`config.mk`:
```
export PLATFORM = sky130hd
export DESIGN_NAME = sgps_supervisor
export DESIGN_NICKNAME = d
export VERILOG_FILES = /design/src/sgps_pkg.sv /design/src/sgps_supervisor.sv /design/src/sgps_timer.sv
export SDC_FILE = /design/constraint.sdc
export NUM_CORES = 1
export LEC_CHECK = 0
export BUFFER_PORTS_ARGS = -buffer_cell sky130_fd_sc_hd__buf_2
export CORE_MARGIN = 8
export CORE_UTILIZATION = 45
export CTS_CLUSTER_DIAMETER = 50
export DETAILED_ROUTE_END_ITERATION = 8
export PLACE_DENSITY = 0.63
export SLEW_MARGIN = 20
export SYNTH_ARGS = -nofsm -noshare
export SYNTH_HDL_FRONTEND = slang
export SYNTH_SLANG_ARGS = --single-unit
```
`constraint.sdc`:
```
create_clock -name clk_sys -period 5.3 [get_ports clk_sys]
set_input_delay 1.06 -clock clk_sys [delete_from_list [all_inputs] [get_ports clk_sys]]
set_output_delay 1.06 -clock clk_sys [all_outputs]
set_load 0.02 [all_outputs]
```
`src/sgps_pkg.sv`:
```
// shared constants and types of the switchgear position supervisor
package sgps_pkg;
	localparam logic [7:0] ADDR_CTRL = 8'h00;
	localparam logic [7:0] ADDR_CMD = 8'h04;
	localparam logic [7:0] ADDR_TMOVE_ON = 8'h08;
	localparam logic [7:0] ADDR_TMOVE_OFF = 8'h0c;
	localparam logic [7:0] ADDR_TDWELL = 8'h10;
	localparam logic [7:0] ADDR_STATUS = 8'h14;
	localparam logic [7:0] ADDR_IRQ_STAT = 8'h18;
	localparam logic [7:0] ADDR_IRQ_MASK = 8'h1c;

	localparam int CTRL_CLOSE_WIRED_BIT = 0;
	localparam int CTRL_OPEN_WIRED_BIT = 1;
	localparam int CTRL_DWELL_EN_BIT = 2;
	localparam int CMD_CLOSE_BIT = 0;
	localparam int CMD_OPEN_BIT = 1;
	localparam int IRQ_W = 3;
	localparam int IRQ_SUCCESS_BIT = 0;
	localparam int IRQ_TIMEOUT_BIT = 1;
	localparam int IRQ_POS_CHANGE_BIT = 2;

	localparam logic [2:0] CTRL_RST = 3'h3;
	localparam logic [2:0] IRQ_MASK_RST = 3'h0;
	localparam int TMOVE_ON_RST = 1000;
	localparam int TMOVE_OFF_RST = 1000;
	localparam int TDWELL_RST = 500;

	typedef enum logic [1:0] {
		POS_INDET = 2'h0,
		POS_OPEN = 2'h1,
		POS_CLOSED = 2'h2,
		POS_DIST = 2'h3
	} sgps_pos_t;

	typedef enum logic [2:0] {
		ST_IDLE = 3'b001,
		ST_MOVE = 3'b010,
		ST_DWELL = 3'b100
	} sgps_state_t;

	typedef struct packed {
		logic dwell_en;
		logic open_wired;
		logic close_wired;
	} sgps_cfg_t;

	typedef struct packed {
		logic success;
		logic one_contact;
		logic disturbed;
		logic indeterminate;
		logic open;
		logic closed;
	} sgps_flags_t;
endpackage : sgps_pkg

```
`src/sgps_supervisor.sv`:
```
// switchgear position supervisor with apb registers
//
// Local design decisions: the placing of the registers and the APB slave port.
`timescale 1ns/1ps
`default_nettype none
// How it works
// - position is a 2-bit code (0 indeterminate, 1 open, 2 closed, 3 disturbed) plus flags.
// - a close command starts the closing travel timer and shows indeterminate meanwhile.
// - closed feedback before the closing timer ends gives the closed state.
// - a travel timeout without the new position gives disturbed instead of indeterminate.
// - an open command runs the opening timer the same way, ending open or disturbed.
// - with two contacts, closed=1/open=0 means closed and the reverse means open.
// - with two equal contacts, indeterminate while a timer runs, disturbed otherwise.
// - each command pulse lasts at most its travel time and ends early on new position.
// - with a single contact configured the one-contact flag is set.
// - with one contact only the direction that contact reports is supervised.
// - with one contact, timely arrival sets position and success and drops indeterminate.
// - with one contact a timeout starts the optional dwell, then the end position is assumed.
// - closed contact only: 1 is closed, 0 is indeterminate while closing, else open.
// - open contact only: 1 is open, 0 is indeterminate while opening, else closed.
// - with no contact input assigned the code is disturbed.
module sgps_supervisor #(
	parameter int CNT_W = 24
) (
	input wire logic clk_sys,
	input wire logic reset,
	input wire logic psel,
	input wire logic penable,
	input wire logic pwrite,
	input wire logic [7:0] paddr,
	input wire logic [31:0] pwdata,
	output logic [31:0] prdata,
	output logic pready,
	output logic pslverr,
	input wire logic aux_closed_pin,
	input wire logic aux_open_pin,
	output logic close_cmd,
	output logic open_cmd,
	output logic [1:0] pos_code,
	output sgps_pkg::sgps_flags_t flags,
	output logic one_contact_flag,
	output logic command_success_flag,
	output logic irq
);
	initial begin
		if (CNT_W < 2 || CNT_W > 32) $error("sgps_supervisor: CNT_W out of range");
	end

	// contact synchronisers, three stages each
	logic [2:0] csync_reg;
	logic [2:0] osync_reg;
	logic closed_s;
	logic open_s;
	always_ff @(posedge clk_sys) begin
		if (reset) begin
			csync_reg <= 3'h0;
			osync_reg <= 3'h0;
			closed_s <= 1'b0;
			open_s <= 1'b0;
		end else begin
			csync_reg <= {csync_reg[1:0], aux_closed_pin};
			osync_reg <= {osync_reg[1:0], aux_open_pin};
			// a change only counts once stages two and three agree
			if (csync_reg[1] == csync_reg[2]) closed_s <= csync_reg[2];
			if (osync_reg[1] == osync_reg[2]) open_s <= osync_reg[2];
		end
	end

	// registers
	sgps_pkg::sgps_cfg_t cfg_reg;
	logic [CNT_W-1:0] ton_reg;
	logic [CNT_W-1:0] toff_reg;
	logic [CNT_W-1:0] tdwell_reg;
	logic [sgps_pkg::IRQ_W-1:0] irq_stat_reg;
	logic [sgps_pkg::IRQ_W-1:0] irq_mask_reg;

	// apb decode
	wire apb_setup = psel && !penable;
	wire apb_access = psel && penable && pready;
	wire hit_ctrl = paddr == sgps_pkg::ADDR_CTRL;
	wire hit_cmd = paddr == sgps_pkg::ADDR_CMD;
	wire hit_ton = paddr == sgps_pkg::ADDR_TMOVE_ON;
	wire hit_toff = paddr == sgps_pkg::ADDR_TMOVE_OFF;
	wire hit_tdwell = paddr == sgps_pkg::ADDR_TDWELL;
	wire hit_status = paddr == sgps_pkg::ADDR_STATUS;
	wire hit_istat = paddr == sgps_pkg::ADDR_IRQ_STAT;
	wire hit_imask = paddr == sgps_pkg::ADDR_IRQ_MASK;
	wire addr_hit = hit_ctrl | hit_cmd | hit_ton | hit_toff | hit_tdwell | hit_status
		| hit_istat | hit_imask;
	wire wr_ok = apb_access && pwrite && !pslverr;
	wire cmd_wr = wr_ok && hit_cmd;
	// only bits already returned are cleared, so a late event survives
	wire [sgps_pkg::IRQ_W-1:0] irq_clr = (apb_access && !pwrite && hit_istat) ?
		prdata[sgps_pkg::IRQ_W-1:0] : '0;

	// supervision state
	sgps_pkg::sgps_state_t st_reg;
	sgps_pkg::sgps_state_t st_next;
	logic dir_close_reg;
	logic fault_reg;
	logic assume_reg;
	logic move_run;
	logic move_exp;
	logic dwell_run;
	logic dwell_exp;

	wire st_idle = st_reg == sgps_pkg::ST_IDLE;
	wire st_move = st_reg == sgps_pkg::ST_MOVE;
	wire st_dwell = st_reg == sgps_pkg::ST_DWELL;
	wire cfg_both = cfg_reg.close_wired && cfg_reg.open_wired;
	wire cfg_one = cfg_reg.close_wired ^ cfg_reg.open_wired;
	// open takes priority; a running command blocks any further one
	wire start_open = cmd_wr && pwdata[sgps_pkg::CMD_OPEN_BIT] && st_idle;
	wire start_close = cmd_wr && pwdata[sgps_pkg::CMD_CLOSE_BIT]
		&& !pwdata[sgps_pkg::CMD_OPEN_BIT] && st_idle;
	wire start_any = start_open || start_close;
	// position as seen by the wired contacts; an unwired one is inferred
	wire closed_ind = cfg_reg.close_wired ? (closed_s && !(cfg_reg.open_wired && open_s)) : !open_s;
	wire open_ind = cfg_reg.open_wired ? (open_s && !(cfg_reg.close_wired && closed_s)) : !closed_s;
	wire reached = dir_close_reg ? closed_ind : open_ind;
	wire supervised = dir_close_reg ? cfg_reg.close_wired : cfg_reg.open_wired;
	wire move_reached = st_move && reached;
	wire move_timeout = st_move && move_exp && !reached;
	wire go_dwell = move_timeout && supervised && cfg_one && cfg_reg.dwell_en;
	wire [CNT_W-1:0] move_limit = dir_close_reg ? ton_reg : toff_reg;

	sgps_timer #(.CNT_W(CNT_W)) u_move (
		.clk_sys(clk_sys),
		.reset(reset),
		.start(start_any),
		.stop(move_reached),
		.limit(move_limit),
		.running(move_run),
		.expired(move_exp)
	);
	sgps_timer #(.CNT_W(CNT_W)) u_dwell (
		.clk_sys(clk_sys),
		.reset(reset),
		.start(go_dwell),
		.stop(start_any),
		.limit(tdwell_reg),
		.running(dwell_run),
		.expired(dwell_exp)
	);

	always_comb begin
		st_next = st_reg;
		unique case (st_reg)
			sgps_pkg::ST_IDLE: begin
				if (start_any) st_next = sgps_pkg::ST_MOVE;
			end
			sgps_pkg::ST_MOVE: begin
				if (move_reached) st_next = sgps_pkg::ST_IDLE;
				else if (go_dwell) st_next = sgps_pkg::ST_DWELL;
				else if (move_exp) st_next = sgps_pkg::ST_IDLE;
			end
			sgps_pkg::ST_DWELL: begin
				if (dwell_exp) st_next = sgps_pkg::ST_IDLE;
			end
			default: st_next = sgps_pkg::ST_IDLE;
		endcase
	end

	wire indet_now = (st_move && supervised && !reached) || st_dwell;
	// a supervised timeout without dwell latches a fault
	wire fault_set = move_timeout && supervised && !go_dwell;
	wire fault_next = fault_set || (fault_reg && !start_any && !reached);

	// position decode
	sgps_pkg::sgps_pos_t pos_next;
	always_comb begin
		pos_next = sgps_pkg::POS_DIST;
		if (!cfg_reg.close_wired && !cfg_reg.open_wired) begin
			pos_next = sgps_pkg::POS_DIST;
		end else if (fault_reg && !reached) begin
			pos_next = sgps_pkg::POS_DIST;
		end else if (cfg_both) begin
			if (closed_s != open_s) pos_next = closed_s ? sgps_pkg::POS_CLOSED : sgps_pkg::POS_OPEN;
			else pos_next = indet_now ? sgps_pkg::POS_INDET : sgps_pkg::POS_DIST;
		end else if (cfg_reg.close_wired) begin
			if (closed_s) pos_next = sgps_pkg::POS_CLOSED;
			else if (indet_now) pos_next = sgps_pkg::POS_INDET;
			else pos_next = assume_reg ? sgps_pkg::POS_CLOSED : sgps_pkg::POS_OPEN;
		end else begin
			if (open_s) pos_next = sgps_pkg::POS_OPEN;
			else if (indet_now) pos_next = sgps_pkg::POS_INDET;
			else pos_next = assume_reg ? sgps_pkg::POS_OPEN : sgps_pkg::POS_CLOSED;
		end
	end

	// pulse ends on feedback or travel expiry
	wire pulse_on = st_move && !reached && !move_exp;
	wire close_next = start_close || (pulse_on && dir_close_reg);
	wire open_next = start_open || (pulse_on && !dir_close_reg);
	wire success_next = move_reached || (command_success_flag && !start_any);
	wire [sgps_pkg::IRQ_W-1:0] irq_ev = {pos_next != pos_code, fault_set, move_reached};
	// set wins over the read clear
	wire [sgps_pkg::IRQ_W-1:0] irq_stat_next = (irq_stat_reg & ~irq_clr) | irq_ev;

	always_ff @(posedge clk_sys) begin
		if (reset) begin
			st_reg <= sgps_pkg::ST_IDLE;
			dir_close_reg <= 1'b0;
			fault_reg <= 1'b0;
			assume_reg <= 1'b0;
			close_cmd <= 1'b0;
			open_cmd <= 1'b0;
			command_success_flag <= 1'b0;
		end else begin
			st_reg <= st_next;
			if (start_any) dir_close_reg <= start_close;
			fault_reg <= fault_next;
			// end position assumed after the dwell
			assume_reg <= (st_dwell && dwell_exp) || (assume_reg && !start_any && !(wr_ok && hit_ctrl));
			close_cmd <= close_next;
			open_cmd <= open_next;
			command_success_flag <= success_next;
		end
	end

	// registered indications
	always_ff @(posedge clk_sys) begin
		if (reset) begin
			pos_code <= sgps_pkg::POS_DIST;
			flags <= '{disturbed: 1'b1, default: 1'b0};
			one_contact_flag <= 1'b0;
			irq <= 1'b0;
		end else begin
			pos_code <= pos_next;
			flags.closed <= pos_next == sgps_pkg::POS_CLOSED;
			flags.open <= pos_next == sgps_pkg::POS_OPEN;
			flags.indeterminate <= pos_next == sgps_pkg::POS_INDET;
			flags.disturbed <= pos_next == sgps_pkg::POS_DIST;
			flags.one_contact <= cfg_one;
			one_contact_flag <= cfg_one;
			flags.success <= success_next;
			irq <= |(irq_stat_next & irq_mask_reg);
		end
	end

	// read mux
	wire [31:0] rd_data = hit_ctrl ? {29'h0, cfg_reg} :
		hit_ton ? 32'(ton_reg) :
		hit_toff ? 32'(toff_reg) :
		hit_tdwell ? 32'(tdwell_reg) :
		hit_status ? {21'h0, open_cmd, close_cmd, !st_idle, flags, pos_code} :
		hit_istat ? {29'h0, irq_stat_reg} :
		hit_imask ? {29'h0, irq_mask_reg} : 32'h0;

	// apb answers in the first cycle of the access phase, with no wait states
	always_ff @(posedge clk_sys) begin
		if (reset) begin
			pready <= 1'b0;
			pslverr <= 1'b0;
			prdata <= 32'h0;
		end else begin
			pready <= apb_setup;
			pslverr <= apb_setup && !addr_hit;
			if (apb_setup) prdata <= pwrite ? 32'h0 : rd_data;
		end
	end

	always_ff @(posedge clk_sys) begin
		if (reset) begin
			cfg_reg <= sgps_pkg::CTRL_RST;
			ton_reg <= CNT_W'(sgps_pkg::TMOVE_ON_RST);
			toff_reg <= CNT_W'(sgps_pkg::TMOVE_OFF_RST);
			tdwell_reg <= CNT_W'(sgps_pkg::TDWELL_RST);
			irq_mask_reg <= sgps_pkg::IRQ_MASK_RST;
			irq_stat_reg <= '0;
		end else begin
			if (wr_ok && hit_ctrl) cfg_reg <= pwdata[2:0];
			if (wr_ok && hit_ton) ton_reg <= pwdata[CNT_W-1:0];
			if (wr_ok && hit_toff) toff_reg <= pwdata[CNT_W-1:0];
			if (wr_ok && hit_tdwell) tdwell_reg <= pwdata[CNT_W-1:0];
			if (wr_ok && hit_imask) irq_mask_reg <= pwdata[sgps_pkg::IRQ_W-1:0];
			irq_stat_reg <= irq_stat_next;
		end
	end

	// helper: cycles the current command pulse has lasted
	logic [CNT_W:0] pulse_len_reg;
	always_ff @(posedge clk_sys) begin
		if (reset || !(close_next || open_next)) pulse_len_reg <= '0;
		else pulse_len_reg <= pulse_len_reg + (CNT_W+1)'(1);
	end
endmodule : sgps_supervisor
`default_nettype wire

```
`src/sgps_timer.sv`:
```
// travel or dwell timer counting clock ticks to a terminal count
`timescale 1ns/1ps
`default_nettype none
module sgps_timer #(
	parameter int CNT_W = 24
) (
	input wire logic clk_sys,
	input wire logic reset,
	input wire logic start,
	input wire logic stop,
	input wire logic [CNT_W-1:0] limit,
	output logic running,
	output logic expired
);
	logic [CNT_W-1:0] cnt_reg;
	logic run_reg;
	logic [CNT_W-1:0] cnt_inc;

	initial begin
		if (CNT_W < 2 || CNT_W > 32) $error("sgps_timer: CNT_W out of range");
	end

	assign cnt_inc = cnt_reg + CNT_W'(1);
	// a zero limit behaves as one tick
	assign expired = run_reg && (cnt_inc >= limit);
	assign running = run_reg;

	always_ff @(posedge clk_sys) begin
		if (reset || start) begin
			cnt_reg <= '0;
		end else if (run_reg) begin
			cnt_reg <= cnt_inc;
		end
	end

	always_ff @(posedge clk_sys) begin
		if (reset) begin
			run_reg <= 1'b0;
		end else if (start) begin
			run_reg <= 1'b1;
		end else if (stop || expired) begin
			run_reg <= 1'b0;
		end
	end
endmodule : sgps_timer
`default_nettype wire

```
==> results.yml <==
run_status:
  outcome: "finished clean"
setup_path:
  cp.required_ps: 5630
  cp_slowest_stage_delay_ps: 440
  r2r-start: "u_dwell.cnt_reg[0]"
  start_kind: "flop"
  critPathCapture: "st_reg[2]"
  arrival_ps: 4490
  startpoint: "u_dwell.cnt_reg[0]"
  worstSetupEndpointType: "flop"
  timing.rr.end: "st_reg[2]"
  critical-path-slowest-cell: "dfxtp_1"
  path_buf_inv: 0
  reg2reg_depth: 15
  path_cells: "ha_1 -> nand3_2 -> nor4_2 -> and2_1 -> and3_1 -> nand3_1 -> xnor2_1 -> ha_1 -> a21o_1 -> a21o_1 -> a21oi_1 -> o311a_1 -> o21ai_0 -> o31a_1 -> a2111oi_2"
  critPathMaxFanout: 9
  cp_top_family: "compound AO/OA/AOI/OAI gates"
  cp.depth: 15
  setup.worst_path.class: "reg2reg"
  rrSetupSlack_ps: 1130
synth:
  ys_types: 78
  synth-edff-count: 0
  yosysWarnings: 0
  ys_seq_area_share_pct: 36.6
  yosys_most_used_dff: "dfxtp_1"
  post-synth-top-count-cell: "nand2_1"
  synth_top_area_share_pct: 36.6
  yosysTopAreaCell: "dfxtp_1"
  syn_area_um2: 9950
  synth_area_leaders: "dfxtp_1, nand2_1, ha_1"
  netlist_instances: 1204
  avgSynthCellArea_um2: 8.26
  ys_ff_latch: 182
  ys_top_cells_by_count: "nand2_1, dfxtp_1, nor2_1, a21oi_1, xor2_1"
  async_flop_share_pct: 0
clock_network:
  cts_buffer_depth: 2
  cts_root_buffer: "clkbuf_16"
  cts_made_buffers: 17
  cts_tree: "done"
  clkTransAtPathRegs_ps: 70
  postCtsHoldBufs: 0
  cts_htree_levels: 4
  clk_latency_ps: 440
  cts.sinks: 182
  cts_setup_buffers: 0
  cts_resized: 0
flow_run:
  drv_cap: 0
place:
  place_ws_ps: 1210
  place_area_um2: 10400
  portBuffers: 77
  hpwl_um: 18800
  gp_congestion: 0.843
sta:
  fin_ws_ps: 1130
  finalHoldViolations: 0
  max_slew_margin_pct: 32.6
  whs_ps: 456
  tightest_slew_ps: 1010
  rsz0062_at_grt: "false"
  setup_violations: 0
  clock_skew_ps: 20.3
  period_minus_slack_ps: 4170
  slew_viol_final: 0
  period_share_pct: 78.6
  tns_ps: 0
  fmax_ghz: 0.240
power:
  p_leak_nw: 4.45
  peakVddDrop_mv: 0.155
  power.density_nw_per_um2: 261
worst_hold_path:
  hold_class: "reg2reg"
global_route:
  grt-ovfl-total: 0
  antenna_found_initial: 1
  grt_pass1_vias: 7878
  track_usage_pct: 19.3
  grt_pass1_wl_um: 41500
  grt_max_degree: 80
drt:
  drc: 0
  wl_per_cell_um: 17.1
  drtIter0Drc: 621
  ant_nets: 0
  viasPerCell: 5.50
  routed_wl_um: 26100
  num_vias: 8410
  firstDrtPassIters: 5
final_layout:
  final_net_count: 1336
  final_util_pct: 50.9
  drive_gt1_share_pct: 12.6
  n_fill_cell: 2143
  n_antenna_cell: 0
  multi_input_area_um2: 5800
  syn2layout_area_growth_pct: 11.3
  regArea_um2: 3640
  fin_area_um2: 11100
floorplan:
  io_pins: 94
  initial_core_util_pct: 45.7
  coreArea_um2: 21800
  rows: 54
  die_area_um2: 27100
  dieHeight_um: 165
  dieWidth_um: 165
-- power breakdown --
| group | switching, mW | total (mW) | leakage, nW | internal, mW |
|---|---|---|---|---|
| combinational | 0.0703 | 0.0947 | 2.67 | 0.0244 |
| sequential | 0.00148 | 1.37 | 1.47 | 1.37 |
| clock | 0.546 | 1.42 | 0.314 | 0.874 |
| total | 0.618 | 2.89 | 4.45 | 2.27 |
-- logic make-up (layout without fill, tap and decap cells) --
family                   count (synthesis)  count (layout)  synth area share (%)
XOR/XNOR                                93              93                  8.19
other                                    1               8                0.0377
AO/OA/AOI/OAI                          215             215                  14.4
flip-flops                             182             182                  36.6
buffers and inverters                  121             160                  5.48
AND/OR/NAND/NOR                        483             483                  22.9
adder cells (fa/ha/maj)                 52              52                  6.54
multiplexers                            57              57                  5.78
-- worst min path at each step --
stage	startpoint	end	slack, ps	cells after the start
floorplan	csync_reg[0]	csync_reg[1]	410	1
detailed placement	osync_reg[0]	osync_reg[1]	430	1
finish	osync_reg[0]	osync_reg[1]	460	1
global route	osync_reg[0]	osync_reg[1]	470	1
CTS	osync_reg[0]	osync_reg[1]	460	1
global placement	osync_reg[0]	osync_reg[1]	430	1
-- stage by stage --
stage                     cells  power, mW
after global routing       1530       2.98
after global placement     1498       1.50
after floorplan            1211       1.46
final                      1530       2.89
after detailed placement   1498       1.50
after CTS                  1530       2.91
-- routing by layer --
layer / part of all wire, % / track usage [%] / vias up
met5: 0.050 / 0 / -
met4: 2.0 / 6.14 / 2
met3: 6.1 / 4.34 / 30
met2: 46 / 31.4 / 214
met1: 46 / 25.0 / 3982
li1: - / - / 4182
-- placed cells by master (no fill, tap or decap), drive strengths merged, types with 4 or more instances in the layout --
master      n
nand3      48
nand4      16
inv        40
ha         52
xor2       60
nor3       13
bufinv      5
clkinvlp    4
nor3b       4
a211oi      9
buf        87
o21a        4
a21oi      74
nor2b      12
mux2        4
dfxtp     182
o21ai      42
nor2      102
and4        4
o211ai     11
clkinv      4
mux2i      53
clkbuf     20
and3       18
conb        8
a22oi      31
a2111oi     6
and2       12
nand2     224
a21o        6
nand2b      7
nor4        7
xnor2      33
-- worst reg2reg max path, stage by stage, from the launching register on --
cell and delay (ps):
dfxtp_1 440, ha_1 280, nand3_2 160, nor4_2 430, and2_1 370, and3_1 290, nand3_1 110, xnor2_1 140
ha_1 290, a21o_1 180, a21o_1 190, a21oi_1 290, o311a_1 310, o21ai_0 130, o31a_1 140, a2111oi_2 310
-- layout make-up --
| class | instances | share of cell area, % |
|---|---|---|
| clock inverter | 12 | 1.80 |
| tap | 280 | 3.16 |
| timing repair buffer | 87 | 4.18 |
| sequential | 182 | 32.9 |
| clock buffer | 20 | 4.21 |
| inverter | 41 | 1.39 |
| multi-input combinational | 908 | 52.3 |
No activity file was read; power rests on OpenSTA's default activity.
